===== src/pkg/fbm_pkg.sv =====
/*
 Constants and the state type of the flash bank map and erase guard.
 Assumes a single system clock; nothing here holds logic.
*/
package fbm_pkg;

   // ************************************************************
   // Special function register addresses and fields
   // ************************************************************
   localparam logic [7:0] FBM_SFR_PGPTR = 8'hb7; // Erase page pointer, bits [7:1]
   localparam logic [7:0] FBM_SFR_LOCK = 8'hb2; // Holds the erase lock bit
   localparam int FBM_LOCK_BIT = 6;
   localparam int FBM_PGPTR_LSB = 1;

   // ************************************************************
   // Reset values
   // ************************************************************
   localparam logic [1:0] FBM_BANK_RST = 2'h0;
   localparam logic [6:0] FBM_PGPTR_RST = 7'h00;
   localparam logic FBM_LOCK_RST = 1'b0;

   // ************************************************************
   // Address map
   // ************************************************************
   localparam int FBM_PROG_W = 16; // Processor program space
   localparam int FBM_PHYS_W = 17; // Physical flash, 128 KB
   localparam int FBM_PAGE_SHIFT = 10; // 1 KB pages
   localparam int FBM_PTR_SHIFT = 9; // Pointer bits sit at [15:9]
   localparam int FBM_CE_WORDS = 4096; // 16-bit words, 8 KB
   localparam int FBM_CE_WORD_W = 12;
   localparam int FBM_CE_PAGE_W = 7;
   localparam logic [6:0] FBM_PAGE_ZERO = 7'h00;
   localparam logic [16:0] FBM_PROT_TOP = 17'h1ffff;

   // Upper-bank select encodings
   localparam logic [1:0] FBM_BANK_ALIAS = 2'h0;
   localparam logic [1:0] FBM_BANK_8000 = 2'h1;
   localparam logic [1:0] FBM_BANK_10000 = 2'h2;
   localparam logic [1:0] FBM_BANK_18000 = 2'h3;

   // ************************************************************
   // Module state
   // ************************************************************
   typedef struct packed {
      logic [1:0] bank;
      logic [6:0] pgptr;
      logic lock;
      logic [7:0] sfr_rdata;
      logic [16:0] faddr;
      logic frd;
      logic fwr;
      logic [7:0] fwdata;
      logic fers;
      logic edone;
      logic erefused;
   } fbm_state_t;

endpackage : fbm_pkg


===== src/verilog/fbm_xlate.sv =====
/*
 Program-space to physical flash translation through the bank select.
 Purely combinational; the caller registers the result.
*/
`timescale 1ns/1ps
`default_nettype none

module fbm_xlate (
   // Program-space address and bank
   input wire logic [15:0] prog_addr,
   input wire logic [1:0] bank,
   // Physical flash address
   output logic [16:0] phys_addr
);

   // ************************************************************
   // Bank translation
   // ************************************************************

   // Lower window fixed
   // Upper window banked
   always_comb begin
      phys_addr = {1'b0, prog_addr};
      if (prog_addr[15]) begin
         unique case (bank)
            fbm_pkg::FBM_BANK_ALIAS: phys_addr = {2'h0, prog_addr[14:0]};
            fbm_pkg::FBM_BANK_8000: phys_addr = {2'h1, prog_addr[14:0]};
            fbm_pkg::FBM_BANK_10000: phys_addr = {2'h2, prog_addr[14:0]};
            fbm_pkg::FBM_BANK_18000: phys_addr = {2'h3, prog_addr[14:0]};
         endcase
      end
   end

endmodule : fbm_xlate

`default_nettype wire


===== src/verilog/fbm_guard.sv =====
/*
 Flash bank map and erase guard: maps processor, compute engine and SPI
 accesses onto one flash port and filters page erase requests.
 Assumes requesters hold their request until granted, and that all
 inputs come from logic on clk.
*/
`timescale 1ns/1ps
`default_nettype none

// Overview of operation
// Engine program spans at most 4096 words
// Engine program starts 1 KB aligned
// Engine page gives upper start bits
// Low 32 KB of program space fixed
// Bank select picks upper window base
// Erase pointer translated through bank select
// Engine page ignores bank select
// Lock blocks page 0 and engine pages
// SPI single-byte loads bank select
// Processor, engine read; SPI reads, writes
// Firmware copies images before engine start
// Refused erase completes, flash untouched
module fbm_guard #(
   parameter int CE_PAGE_W = fbm_pkg::FBM_CE_PAGE_W
) (
   // Clock and reset
   input wire logic clk,
   input wire logic rst_n,
   // Special function register port
   input wire logic [7:0] sfr_addr,
   input wire logic sfr_wr,
   input wire logic sfr_rd,
   input wire logic [7:0] sfr_wdata,
   output logic [7:0] sfr_rdata,
   // Bank select register in I/O space
   input wire logic bank_wr,
   input wire logic [1:0] bank_wdata,
   output logic [1:0] upper_bank_select,
   // Mode and engine placement
   input wire logic spi_flash_mode,
   input wire logic [CE_PAGE_W-1:0] engine_code_page,
   // SPI single-byte transaction
   input wire logic spi_sb_valid,
   input wire logic [1:0] spi_cmd,
   // Processor fetch
   input wire logic cpu_req,
   input wire logic [15:0] cpu_addr,
   output logic cpu_gnt,
   // Compute engine fetch
   input wire logic ce_req,
   input wire logic [11:0] ce_word,
   output logic ce_gnt,
   // SPI flash access
   input wire logic spi_req,
   input wire logic spi_wr,
   input wire logic [15:0] spi_addr,
   input wire logic [7:0] spi_wdata,
   output logic spi_gnt,
   // Page erase request
   input wire logic erase_req,
   output logic erase_done,
   output logic erase_refused,
   // Flash port
   output logic [16:0] flash_addr,
   output logic flash_rd,
   output logic flash_wr,
   output logic [7:0] flash_wdata,
   output logic flash_erase
);

   // ************************************************************
   // Elaboration checks
   // ************************************************************
   if (CE_PAGE_W != fbm_pkg::FBM_CE_PAGE_W) begin : g_bad_page_w
      $error("engine page width must be seven bits");
   end

   // ************************************************************
   // State and translation
   // ************************************************************
   fbm_pkg::fbm_state_t st_reg;
   fbm_pkg::fbm_state_t st_next;
   logic [16:0] cpu_phys;
   logic [16:0] spi_phys;
   logic [16:0] ers_phys;
   logic [16:0] ce_phys;
   logic [16:0] ce_base;
   logic [6:0] ers_page;
   logic ers_blocked;

   // Processor fetch mapping
   fbm_xlate u_cpu_xlate (
      .prog_addr(cpu_addr),
      .bank(st_reg.bank),
      .phys_addr(cpu_phys)
   );

   // SPI uses the same window so all 128 KB stay reachable
   fbm_xlate u_spi_xlate (
      .prog_addr(spi_addr),
      .bank(st_reg.bank),
      .phys_addr(spi_phys)
   );

   // Pointer through bank
   fbm_xlate u_ers_xlate (
      .prog_addr({st_reg.pgptr, 9'h000}),
      .bank(st_reg.bank),
      .phys_addr(ers_phys)
   );

   // Low ten bits zero
   // Page forms start
   // No bank applied
   assign ce_base = {engine_code_page, 10'h000};

   // Twelve-bit word index
   assign ce_phys = ce_base + {4'h0, ce_word, 1'b0};

   // ************************************************************
   // Erase protection
   // ************************************************************

   // Page 0 or engine pages
   // Everything from the engine start to the top is covered, so code
   // stored above the engine program is protected as well.
   assign ers_page = ers_phys[16:10];
   assign ers_blocked = st_reg.lock &&
      (ers_page == fbm_pkg::FBM_PAGE_ZERO || ers_page >= engine_code_page);

   // ************************************************************
   // Flash port arbitration
   // ************************************************************

   // Erase first, then SPI, engine, processor
   assign spi_gnt = spi_req && !erase_req;
   assign ce_gnt = ce_req && !erase_req && !spi_req;
   assign cpu_gnt = cpu_req && !erase_req && !spi_req && !ce_req;

   // ************************************************************
   // Next state
   // ************************************************************
   always_comb begin
      st_next = st_reg;
      st_next.frd = 1'b0;
      st_next.fwr = 1'b0;
      st_next.fers = 1'b0;
      st_next.edone = 1'b0;

      // Register writes
      if (sfr_wr && sfr_addr == fbm_pkg::FBM_SFR_PGPTR) begin
         st_next.pgptr = sfr_wdata[7:1];
      end
      if (sfr_wr && sfr_addr == fbm_pkg::FBM_SFR_LOCK) begin
         st_next.lock = sfr_wdata[fbm_pkg::FBM_LOCK_BIT];
      end
      if (bank_wr) begin
         st_next.bank = bank_wdata;
      end
      // SPI overwrites bank
      // Placed last so the SPI load wins over a same-cycle write.
      if (spi_flash_mode && spi_sb_valid) begin
         st_next.bank = spi_cmd;
      end

      // Register reads, unmapped addresses read zero
      if (sfr_rd) begin
         st_next.sfr_rdata = 8'h00;
         if (sfr_addr == fbm_pkg::FBM_SFR_PGPTR) begin
            st_next.sfr_rdata = {st_reg.pgptr, 1'b0};
         end
         if (sfr_addr == fbm_pkg::FBM_SFR_LOCK) begin
            st_next.sfr_rdata[fbm_pkg::FBM_LOCK_BIT] = st_reg.lock;
         end
      end

      // Flash operations
      if (erase_req) begin
         // Refused erase still completes
         st_next.edone = 1'b1;
         st_next.erefused = ers_blocked;
         st_next.fers = !ers_blocked;
         st_next.faddr = {ers_page, 10'h000};
      end else if (spi_gnt) begin
         // SPI may write
         st_next.faddr = spi_phys;
         st_next.frd = !spi_wr;
         st_next.fwr = spi_wr;
         st_next.fwdata = spi_wdata;
      end else if (ce_gnt) begin
         // Engine read only
         st_next.faddr = ce_phys;
         st_next.frd = 1'b1;
      end else if (cpu_gnt) begin
         // Processor read only
         st_next.faddr = cpu_phys;
         st_next.frd = 1'b1;
      end
   end

   // ************************************************************
   // State register
   // ************************************************************
   always_ff @(posedge clk) begin
      if (!rst_n) begin
         st_reg <= '0;
         st_reg.bank <= fbm_pkg::FBM_BANK_RST;
         st_reg.pgptr <= fbm_pkg::FBM_PGPTR_RST;
         st_reg.lock <= fbm_pkg::FBM_LOCK_RST;
      end else begin
         st_reg <= st_next;
      end
   end

   // Outputs straight from the state register
   assign sfr_rdata = st_reg.sfr_rdata;
   assign upper_bank_select = st_reg.bank;
   assign flash_addr = st_reg.faddr;
   assign flash_rd = st_reg.frd;
   assign flash_wr = st_reg.fwr;
   assign flash_wdata = st_reg.fwdata;
   assign flash_erase = st_reg.fers;
   assign erase_done = st_reg.edone;
   assign erase_refused = st_reg.erefused;
endmodule : fbm_guard

`default_nettype wire


===== config.mk =====
export PLATFORM = sky130hd
export DESIGN_NAME = fbm_guard
export DESIGN_NICKNAME = d
export VERILOG_FILES = /design/src/pkg/fbm_pkg.sv /design/src/verilog/fbm_xlate.sv /design/src/verilog/fbm_guard.sv
export SDC_FILE = /design/constraint.sdc
export NUM_CORES = 1
export LEC_CHECK = 0
export BUFFER_PORTS_ARGS = -buffer_cell sky130_fd_sc_hd__buf_4
export CAP_MARGIN = 20
export CORE_MARGIN = 2
export CORE_UTILIZATION = 46
export DETAILED_ROUTE_END_ITERATION = 10
export GPL_ROUTABILITY_DRIVEN = 0
export PLACE_DENSITY_LB_ADDON = 0.15
export SLEW_MARGIN = 30
export SYNTH_ARGS = -nofsm -noshare
export SYNTH_HDL_FRONTEND = slang
export SYNTH_SLANG_ARGS = --single-unit
export TNS_END_PERCENT = 5

===== constraint.sdc =====
create_clock -name clk -period 2.5 [get_ports clk]
set_input_delay 0.5 -clock clk [delete_from_list [all_inputs] [get_ports clk]]
set_output_delay 0.5 -clock clk [all_outputs]
set_load 0.05 [all_outputs]

---- Word level (Yosys, flattened, before mapping) ----
Index checks and enable logic that the tools add are counted.
Widths: inputs -> output; s select.
cells by class
  add/subtract/negate cells ............... 1
  multiply operators ...................... 0
  div/mod/pow operators ................... 0
  magnitude comparators ................... 1
  equal/unequal tests ..................... 5
  shifts and indexed selects .............. 0
  muxes and demuxes ....................... 15
  bitwise logic cells ..................... 3
  reduce and logical (&&, ||, !) cells .... 25
operators by type and width
  operator            number
  $pmux 17 s4         3
  $mux 17             4
  $mux 18             3
  $add 17x13->17      1
  $eq 8x8->1 const B  2
  $logic_and 1x1->1   10
  $mux 8              1
  $ge 7x7->1          1
  $logic_not 7->1     1
  $mux 2              3
  $logic_not 1->1     5
  $eq 2x2->1 const B  2
  $reduce_and 2->1    2
  $reduce_bool 4->1   1
  $not 1->1           3
  $reduce_bool 3->1   1
  $reduce_or 3->1     1
  $eq 2x1->1 const B  1
  $logic_not 2->1     1
  $reduce_bool 2->1   1
  $reduce_or 2->1     1
  $logic_or 1x1->1    1
  $mux 1              1
word-level totals
  bits in registers ....................... 48
  latch bits .............................. 0
  bits in writable memories ............... 0
  memory bits (read-only) ................. 0
  input port bits ......................... 91
  output and inout bits ................... 43
  memories kept ........................... 0

---- Logic depth before layout (Yosys ltp) ----
Gate-level depths: netlist of the first run.
  depth in word-level cells ............... 8
  depth in mapped cells ................... 8
  depth with buffers taken out ............ 8

---- Hierarchy ----
From an unflattened synthesis of the first run, not the netlist that was laid out.
second synthesis, totals
  cells, all modules ...................... 359
  area total of the unflattened synthesis .. 3,055.4 um^2
by module, submodules not included
  module     times used  cells each  area each (um^2)  seq. area each (um^2)
  fbm_guard  1           308         2,680.1           940.9
  fbm_xlate  3           17          125.1             0.0

---- Least setup slack after synthesis of the first run ----
No wires, ideal clock.
  path kind ............................... input port to output port
  from .................................... input port cpu_req
  to ...................................... output port cpu_gnt
  arrival time ............................ 1.581 ns
  required time ........................... 2.000 ns
  path slack .............................. 0.419 ns
  cell stages on the path ................. 4
  path buffers ............................ 2
  cell sequence ........................... buf_2 > nand2b_1 > buf_2 > nor3_2
on the way
  word-level cells in the longest chain between the ends .. 3
RTL lines
  what                             RTL line          text
  start: declaration               fbm_guard.sv:46   input wire logic cpu_req,
  $logic_and 1x1->1 (3 in series)  fbm_guard.sv:138  assign cpu_gnt = cpu_req && !erase_req && !spi_req && !ce_req;
  end: declaration                 fbm_guard.sv:48   output logic cpu_gnt,
Every way passes these cells.

---- Final worst setup path of the first run ----
  from .................................... input port engine_code_page[0]
  to ...................................... register st_reg (netlist bit flash_addr[16])
on the way
  word-level cells in the longest chain between the ends .. 4
RTL lines
  what                    RTL line          text
  start: declaration      fbm_guard.sv:41   input wire logic [CE_PAGE_W-1:0] engine_code_page,
  $add 17x13->17          fbm_guard.sv:118  assign ce_phys = ce_base + {4'h0, ce_word, 1'b0};
  $mux 18                 fbm_guard.sv:190  end else if (ce_gnt) begin
  $mux 18                 fbm_guard.sv:184  end else if (spi_gnt) begin
  $mux 17                 fbm_guard.sv:178  if (erase_req) begin
  end signal: assignment  fbm_guard.sv:211  st_reg <= st_next;
  end: declaration        fbm_guard.sv:81   fbm_pkg::fbm_state_t st_reg;
Every way passes these cells.
A chain may end at the register's enable or synchronous reset.

==> impl_metrics.ini, run 1 <==
[status]
status = finished clean

[power_and_ir_drop]
power_mw = 1.79
leakage_nw = 1.70
powerDensity_nw_per_um2 = 495
vdd_ir_drop_max_mv = 0.254

[final_layout]
fillers = 551
largest_reg_flops = 17
layout_commonest_cell = buf_4
n_antenna_cell = 0
finalInstanceArea_um2 = 3620
mostFrequentLayoutCells = buf_4 (135), dfxtp_1 (47), nand2_1 (33), nor2b_1 (24), a21oi_1 (21)
nets = 514
area_delta_synth_final_pct = 32.7
final_util_pct = 62.2
drive_above_1_share_pct = 36.3

[synth]
syn-num-nets = 423
avgSynthCellArea_um2 = 8.49
synth-seq-cells = 47
synthFlopType = dfxtp_1
yosys-top-cells-area = dfxtp_1 (35%), buf_4 (9.6%), nor2b_1 (5.5%), ha_1 (4.6%), nand2_1 (4.5%)
ys_warn_count = 0
yosys.area.top_type = dfxtp_1
ys_async_sr_fraction_pct = 0
syn_area_um2 = 2730
synthDistinctLibCells = 49
ys_seq_area_share_pct = 34.5
synth.top_cell.area_share_pct = 34.5
synth-edff-count = 0
synthesis.instances = 321

[routing]
vias = 2514
route.detailed.drc = 0
wl_per_cell_um = 14.0
routed_wl_mm = 6.81
viasPerCell = 5.15
ant_nets = 0
drt-met1-wl_mm = 2.94
first_iter_violations = 72
top_layer_used = met4
drtPass1Iterations = 4
wl_met2_mm = 3.21
met3_length_um = 577

[critical_path]
crit_path_start = engine_code_page[0]
cp_max_fo = 3
r2r_slack_ns = 0.77
critPathCaptureType = flip-flop
critPathLaunchType = primary input
crit_path_end = flash_addr[16]$_SDFFE_PN0P_
reg2reg_depth = 7
r2r_end = erase_refused$_SDFFE_PN0P_
reg2reg_from = st_reg[40]$_SDFFE_PN0P_
worstPathArrival_ns = 2.10
required_ns = 2.66
path_class = in2reg

[die]
core_um2 = 5820
initial_core_util_pct = 46.9
fp.dieH_um = 81.0
rows = 28
chipWidth_um = 81.0
die_area_um2 = 6560
boundaryPins = 134

[timing]
period_needed_ns = 1.94
grt_setup_unrepaired = false
tns_ns = 0
finalMaxSlewViolations = 0
slew_headroom_pct = 59.4
final-hold-violation-count = 0
tightest_slew_ns = 0.608
fin_worst_skew_ns = 0.00540
max_freq_ghz = 0.516
setup_violations = 0
finalCritPeriodShare_pct = 77.5

[clock_tree]
cts_sinks = 47
cts_tree = done
cts_buffer_depth = 2
clk_pin_slew_ns = 0.09
cts-resized-gates = 0
clk_latency_ns = 0.30
cts_hold_buffers = 0
cts_made_buffers = 5
cts_max_level = 2
postCtsSetupRepairBufs = 0
root_buffer = clkbuf_8

[grt]
gr-total-overflow = 0
grt_pass1_vias = 2323
grt_usage_pct = 21.2
grt_first_pass_wirelength_mm = 10.9
grt_start_max_net_pins = 37
antenna_found_initial = 0

[worst_hold_path]
min_path_type = in2reg

[placement]
port_buffers = 131
dp_hpwl_mm = 5.35
placed_area_um2 = 3500

[job]
maxCapViolations = 0
## kinds of logic after synthesis
group / Yosys count / synth area share (%)
AO/OA/AOI/OAI: 84 / 20.9
XOR/XNOR: 4 / 1.29
adder cells (fa/ha/maj): 11 / 5.33
buffers and inverters: 64 / 14.1
flip-flops: 47 / 34.5
multiplexers: 13 / 4.91
other: 1 / 0.138
AND/OR/NAND/NOR: 97 / 18.8
## worst min-delay path by stage
stage,start,to,slack [ns],cells past startpoint
2_1_floorplan,flash_wdata[0]$_SDFFE_PN0P_,flash_wdata[0]$_SDFFE_PN0P_,0.44,2
3_3_place_gp,flash_wdata[2]$_SDFFE_PN0P_,flash_wdata[2]$_SDFFE_PN0P_,0.45,2
3_5_place_dp,flash_wdata[4]$_SDFFE_PN0P_,flash_wdata[4]$_SDFFE_PN0P_,0.46,2
4_1_cts,spi_wr,flash_rd$_SDFF_PP0_,0.38,2
5_1_grt,spi_wr,flash_rd$_SDFF_PP0_,0.39,2
6_report,spi_wr,flash_rd$_SDFF_PP0_,0.39,2
## report_power, final
group / leakage [nW] / switching (mW) / internal [mW]
clock: 0.0618 / 0.258 / 0.329
combinational: 1.26 / 0.228 / 0.189
sequential: 0.383 / 0.0146 / 0.773
## per-stage QoR
stage | hold slack (ns) | setup slack [ns] | std cells
2_1_floorplan | 0.444 | 0.419 | 321
3_3_place_gp | 0.451 | 0.265 | 480
3_5_place_dp | 0.461 | 0.241 | 480
4_1_cts | 0.380 | 0.558 | 488
5_1_grt | 0.394 | 0.408 | 488
6_report | 0.389 | 0.562 | 488
## layout make-up
class / count / area [µm²] / share of cell area [%]
Clock inverter: 2 / 38.8 / 1.07
Timing Repair Buffer: 135 / 1010 / 28.0
Sequential cell: 47 / 941 / 26.0
Tap cell: 75 / 93.8 / 2.59
Clock buffer: 6 / 82.6 / 2.28
Inverter: 13 / 48.8 / 1.35
Multi-Input combinational cell: 210 / 1400 / 38.7
## worst max-delay path, stage by stage
cell and delay, ns:
buf_4 0.09, ha_1 0.18, inv_1 0.06, fa_1 0.40, nor2b_1 0.15, o2111ai_1 0.17
and3_1 0.23, o31ai_1 0.22, a31oi_1 0.10
## cell usage after synthesis, drive strengths merged (3+ instances only)
cell type / instances
o221ai: 10
o21ai: 9
o211ai: 3
nand3: 6
nand2b: 3
buf: 47
nor2: 9
nor2b: 24
ha: 10
mux2: 3
mux2i: 10
o22ai: 9
a21boi: 11
nand2: 34
a21oi: 21
inv: 12
nor3: 5
xnor2: 3
a22oi: 5
clkbuf: 4
a211oi: 3
dfxtp: 47
and2: 5
## routing by layer
metal | vias up | GRT usage (%)
met4 | 0 | 6.61
li1 | 1287 | -
met3 | 8 | 5.11
met1 | 1122 | 27.2
met5 | - | 0
met2 | 97 | 35.3
(Power assumes the default switching activity.)
==> run 2: changes to the inputs <==
--- a/config.mk
+++ b/config.mk
@@ -8,7 +8,7 @@
 export BUFFER_PORTS_ARGS = -buffer_cell sky130_fd_sc_hd__buf_4
 export CAP_MARGIN = 20
 export CORE_MARGIN = 2
-export CORE_UTILIZATION = 46
+export CORE_UTILIZATION = 42
 export DETAILED_ROUTE_END_ITERATION = 10
 export GPL_ROUTABILITY_DRIVEN = 0
 export PLACE_DENSITY_LB_ADDON = 0.15
==> constraint.sdc (replaced) <==
create_clock -name clk -period 1.61 [get_ports clk]
set_input_delay 0.322 -clock clk [delete_from_list [all_inputs] [get_ports clk]]
set_output_delay 0.322 -clock clk [all_outputs]
set_load 0.05 [all_outputs]
==> impl_metrics.ini, run 2 (synthesized netlist as in run 1, its figures left out) <==
[power_and_ir_drop]
leakage_nw = 1.82
clkPwrFrac_pct = 26.7
p_switching_uw = 797
p_sw_share_pct = 30.4
power_mw = 2.62
powerDensity_nw_per_um2 = 680
seq_power_share_pct = 46.4
power.internal_mw = 1.83
pwr-share-comb_pct = 26.9
vdd_ir_drop_max_mv = 0.387

[grt]
grt_usage_pct = 20.3
grt_pass1_vias = 2495
gr-total-overflow = 0
top_usage_layer = met2
antenna_found_initial = 0
grt_start_max_net_pins = 21
grt_first_pass_wirelength_mm = 11.9
grt.met3_usage_pct = 4.13
grt_util_met1_pct = 25.8
gr-usage-met2_pct = 34.9

[timing]
setup_violations = 0
slew_headroom_pct = 62.7
period_needed_ns = 1.57
max_freq_ghz = 0.636
grt_setup_unrepaired = true
tns_ns = 0
fin_worst_skew_ns = 0.00353
finalMaxSlewViolations = 0
setup_ws_ns = 0.0376
tightest_slew_ns = 0.557
finalCritPeriodShare_pct = 97.7
final-hold-violation-count = 0

[final_layout]
final_util_pct = 61.0
largest_reg_flops = 17
nets = 539
n_antenna_cell = 0
layout_commonest_cell = buf_4
area_delta_synth_final_pct = 41.4
mostFrequentLayoutCells = buf_4 (158), dfxtp_1 (45), nand2_1 (33), nor2b_1 (23), a21oi_1 (21)
drive_above_1_share_pct = 42.8

[die]
fp.dieH_um = 84.6
chipWidth_um = 84.6
core_um2 = 6310
rows = 29
initial_core_util_pct = 43.2
boundaryPins = 134
die_area_um2 = 7150

[critical_path]
worstPathArrival_ns = 1.75
reg2reg_from = st_reg[45]$_SDFFE_PN0P_
path_class = reg2reg
crit_path_end = flash_erase$_SDFF_PN0_
r2r_slack_ns = 0.04
critPathCaptureType = flip-flop
r2r_end = flash_erase$_SDFF_PN0_
critPathLaunchType = flip-flop
required_ns = 1.79
cp_max_fo = 4
reg2reg_depth = 6
crit_path_start = st_reg[45]$_SDFFE_PN0P_

[placement]
dp_slack_ns = -0.395
port_buffers = 131
dp_hpwl_mm = 5.96

[clock_tree]
cts_buffer_depth = 2
postCtsSetupRepairBufs = 0
clk_pin_slew_ns = 0.09
root_buffer = clkbuf_8
cts_max_level = 2
cts_hold_buffers = 0
cts_made_buffers = 5
clk_latency_ns = 0.30
cts_tree = done
cts_sinks = 47

[routing]
ant_nets = 0
wl_per_cell_um = 14.6
first_iter_violations = 55
drtPass1Iterations = 4
viasPerCell = 5.10
route.detailed.drc = 0
vias = 2619
routed_wl_mm = 7.50

[status]
status = finished clean

[job]
maxCapViolations = 0

[worst_hold_path]
worstHoldStart = spi_wr
min_path_type = in2reg
-- run 2: final cells by class --
| class | count | area (µm²) |
|---|---|---|
| Clock inverter | 2 | 13.8 |
| Fill cell | 606 | 2460 |
| Tap cell | 77 | 96.3 |
| Timing Repair Buffer | 160 | 1210 |
| Sequential cell | 47 | 946 |
| Clock buffer | 5 | 68.8 |
| Multi-Input combinational cell | 210 | 1470 |
| Inverter | 13 | 48.8 |
-- run 2: through the flow --
| step | hold slack, ns | cells | instance area, µm² |
|---|---|---|---|
| 4_1_cts | 0.206 | 514 | 3790 |
| 6_report | 0.212 | 514 | 3850 |
| 5_1_grt | 0.222 | 514 | 3850 |
| 3_3_place_gp | 0.451 | 507 | 3690 |
| 3_5_place_dp | 0.459 | 507 | 3690 |
| 2_1_floorplan | 0.424 | 321 | 2730 |
-- run 2: how the worst min path moves through the flow --
stage / end / slack (ns) / depth (start not counted)
after floorplan: flash_rd$_SDFF_PP0_ / 0.42 / 1
after global placement: flash_wdata[2]$_SDFFE_PN0P_ / 0.45 / 2
after detailed placement: flash_wdata[5]$_SDFFE_PN0P_ / 0.46 / 2
after CTS: flash_rd$_SDFF_PP0_ / 0.21 / 2
after global routing: flash_rd$_SDFF_PP0_ / 0.22 / 2
final: flash_rd$_SDFF_PP0_ / 0.21 / 2
-- run 2: power by group through the flow --
stage	logic, mW	clock network (mW)	registers (mW)
6_report	0.706	0.699	1.22
5_1_grt	0.757	0.757	1.22
4_1_cts	0.696	0.711	1.22
3_5_place_dp	0.691	0	1.25
3_3_place_gp	0.685	0	1.25
2_1_floorplan	0.396	0	1.26
-- run 2: repair_timing --
item	CTS	global route
pin swaps	0	12
endpoints found under the setup margin	3	4
gates resized for setup	6	13
-- run 2: per-layer routing --
layer | up-vias | share of wire (%)
li1 | 1336 | -
met1 | 1189 | 43
met2 | 86 | 49
met3 | 8 | 6.4
met4 | 0 | 1.2
met5 | - | 0
-- run 2: worst max-delay path, stage by stage, from the launching register on --
cell and delay [ns]:
dfxtp_4 0.37, and2_4 0.15, ha_4 0.26, nand4_1 0.08, or3_1 0.39, nand3_2 0.10
a21boi_0 0.10
==> run 3: changes to the inputs <==
--- a/config.mk
+++ b/config.mk
@@ -5,12 +5,14 @@
 export SDC_FILE = /design/constraint.sdc
 export NUM_CORES = 1
 export LEC_CHECK = 0
+export ABC_AREA = 1
 export BUFFER_PORTS_ARGS = -buffer_cell sky130_fd_sc_hd__buf_4
 export CAP_MARGIN = 20
 export CORE_MARGIN = 2
 export CORE_UTILIZATION = 42
 export DETAILED_ROUTE_END_ITERATION = 10
 export GPL_ROUTABILITY_DRIVEN = 0
+export HOLD_SLACK_MARGIN = 0.03
 export PLACE_DENSITY_LB_ADDON = 0.15
 export SLEW_MARGIN = 30
 export SYNTH_ARGS = -nofsm -noshare
==> constraint.sdc (replaced) <==
create_clock -name clk -period 1.61 [get_ports clk]
set_input_delay 0.322 -clock clk [delete_from_list [all_inputs] [get_ports clk]]
set_output_delay 0.322 -clock clk [all_outputs]
set_load 0.005 [all_outputs]
==> impl_metrics.ini, run 3 <==
[synth]
ys_seq_area_share_pct = 34.3
ys_warn_count = 0
yosys.area.top_type = dfxtp_1
avgSynthCellArea_um2 = 6.91
synth-edff-count = 0
synthFlopType = dfxtp_1
syn_area_um2 = 2740
synthesis.instances = 397
yosysMostFrequentCell = nand2_1
yosys-top-cells-area = dfxtp_1 (34%), nand2_1 (13%), buf_4 (9.6%), nor2_1 (6.7%), a21oi_1 (6.2%)
syn-num-nets = 499
synth-seq-cells = 47
synth_common_cells = nand2_1 (93), nor2_1 (49), dfxtp_1 (47), buf_4 (35), a21oi_1 (34)
synthDistinctLibCells = 31
synth.top_cell.area_share_pct = 34.3
ys_async_sr_fraction_pct = 0

[die]
boundaryPins = 134
core_um2 = 6350
fp.dieH_um = 84.8
die_area_um2 = 7190
initial_core_util_pct = 43.2
chipWidth_um = 84.8
rows = 29

[critical_path]
crit_top_cell = nand2_1
path_buf_inv = 1
critPathCaptureType = flip-flop
path_delay_family = simple AND/OR/NAND/NOR gates
path_class = reg2reg
worstPathArrival_ns = 1.71
crit_slowest_cell = dfxtp_2
required_ns = 1.83
crit_chain = nand2_1 -> inv_1 -> ha_1 -> a21o_1 -> nor2_1 -> nand4_1 -> nand3_1 -> nand2_1
critPathLaunchType = flip-flop
slowest_delay_ns = 0.36
cp_max_fo = 4
crit_path_start = st_reg[45]$_SDFFE_PN0P_
reg2reg_from = st_reg[45]$_SDFFE_PN0P_

[power_and_ir_drop]
leakage_nw = 1.95
power.internal_mw = 1.98
p_switching_uw = 697
p_sw_share_pct = 26.1
powerDensity_nw_per_um2 = 710
seq_power_share_pct = 46.2
power_mw = 2.67
clkPwrFrac_pct = 33.8
pwr-share-comb_pct = 20.0
vdd_ir_drop_max_mv = 0.441

[final_layout]
layout_commonest_cell = buf_4
mostFrequentLayoutCells = buf_4 (151), nand2_1 (93), nor2_1 (49), dfxtp_1 (46), a21oi_1 (34)
nets = 612
final_cells = 588
fillers = 632
drive_above_1_share_pct = 33.5
n_antenna_cell = 0
largest_reg_flops = 17
area_delta_synth_final_pct = 37.2
final_util_pct = 59.3

[grt]
gr-usage-met2_pct = 37.1
gr-total-overflow = 0
antenna_found_initial = 0
grt_pass1_vias = 2749
grt_first_pass_wirelength_mm = 12.2
top_usage_layer = met2
grt.met3_usage_pct = 4.67
grt_usage_pct = 20.8
grt_util_met1_pct = 24.8
grt_start_max_net_pins = 30

[timing]
fin_worst_skew_ns = 0.00687
period_needed_ns = 1.49
setup_ws_ns = 0.117
max_freq_ghz = 0.670
setup_violations = 0
finalMaxSlewViolations = 0
whs_ns = 0.228
finalCritPeriodShare_pct = 92.7
grt_setup_unrepaired = false
final-hold-violation-count = 0

[placement]
dp_slack_ns = -0.178
dp_cells = 580
port_buffers = 131
dp_hpwl_mm = 6.05

[status]
status = finished clean

[routing]
wl_per_cell_um = 12.8
first_iter_violations = 79
drtPass1Iterations = 4
routed_wl_mm = 7.50
route.detailed.drc = 0
viasPerCell = 4.92
ant_nets = 0
vias = 2893

[worst_hold_path]
worstHoldStart = sfr_wdata[2]
min_path_type = in2reg

[clock_tree]
cts_made_buffers = 5
cts_buffer_depth = 2
root_buffer = clkbuf_8
postCtsSetupRepairBufs = 0
cts_max_level = 2
clk_pin_slew_ns = 0.10
clk_latency_ns = 0.31
cts_tree = done
cts_sinks = 47

[job]
maxCapViolations = 0
-- run 3: changes by cell type after synthesis, moves of 13 or more --
cell,before,now
inv_1,12,32
nor2_1,9,49
nand2_1,33,93
a21oi_1,21,34
nor2b_1,24,0
o21ai_0,9,31
-- run 3: layout make-up --
| cell class | count | area [µm²] | share of cell area (%) |
|---|---|---|---|
| Clock buffer | 5 | 68.8 | 1.83 |
| Inverter | 37 | 139 | 3.69 |
| Tap cell | 77 | 96.3 | 2.56 |
| Multi-Input combinational cell | 268 | 1340 | 35.5 |
| Clock inverter | 3 | 46.3 | 1.23 |
| Timing Repair Buffer | 151 | 1130 | 30.1 |
| Sequential cell | 47 | 942 | 25.0 |
-- run 3: cells by family after synthesis --
family          count (synthesis)  share of synthesized area (%)
simple gates                  178                           28.4
buf+inv                        82                           17.0
compound gates                 78                           14.9
flops                          47                           34.3
fa+ha+maj                      11                           5.29
other cells                     1                          0.137
-- run 3: worst paths after layout --
kind                                     end  slack, ns  cells after the start
hold / removal       st_reg[40]$_SDFFE_PN0P_       0.23                      3
setup reg to reg  erase_refused$_SDFFE_PN0P_       0.12                      8
hold reg to reg   flash_addr[9]$_SDFFE_PP0P_       0.47                      2
setup / recovery  erase_refused$_SDFFE_PN0P_       0.12                      8
-- run 3: metrics by stage --
| stage | area (µm²) | setup TNS [ns] |
|---|---|---|
| after floorplan | 2740 | 0 |
| after global placement | 3650 | -0.277 |
| after detailed placement | 3650 | -0.424 |
| after CTS | 3760 | 0 |
| after global routing | 3760 | 0 |
| final | 3760 | 0 |
-- run 3: worst min-delay path, stage by stage --
cell and delay, ns:
buf_4 0.08, nor2_1 0.03, nor2_1 0.08
-- run 3: what timing repair did --
item | CTS | global route
hold buffers | 0 | 0
setup endpoints to repair | 0 | 2
gates resized for setup | 0 | 1
-- run 3: power groups by stage --
stage	combinational [mW]	sequential, mW	clock, mW
6_report	0.536	1.23	0.902
3_5_place_dp	0.538	1.26	0
2_1_floorplan	0.267	1.26	0
4_1_cts	0.540	1.23	0.921
5_1_grt	0.594	1.24	0.965
3_3_place_gp	0.529	1.26	0
-- run 3: layer usage --
layer | vias up | wire, µm
li1 | 1479 | -
met3 | 14 | 584
met5 | - | 0
met2 | 107 | 3570
met4 | 0 | 154
met1 | 1293 | 3200
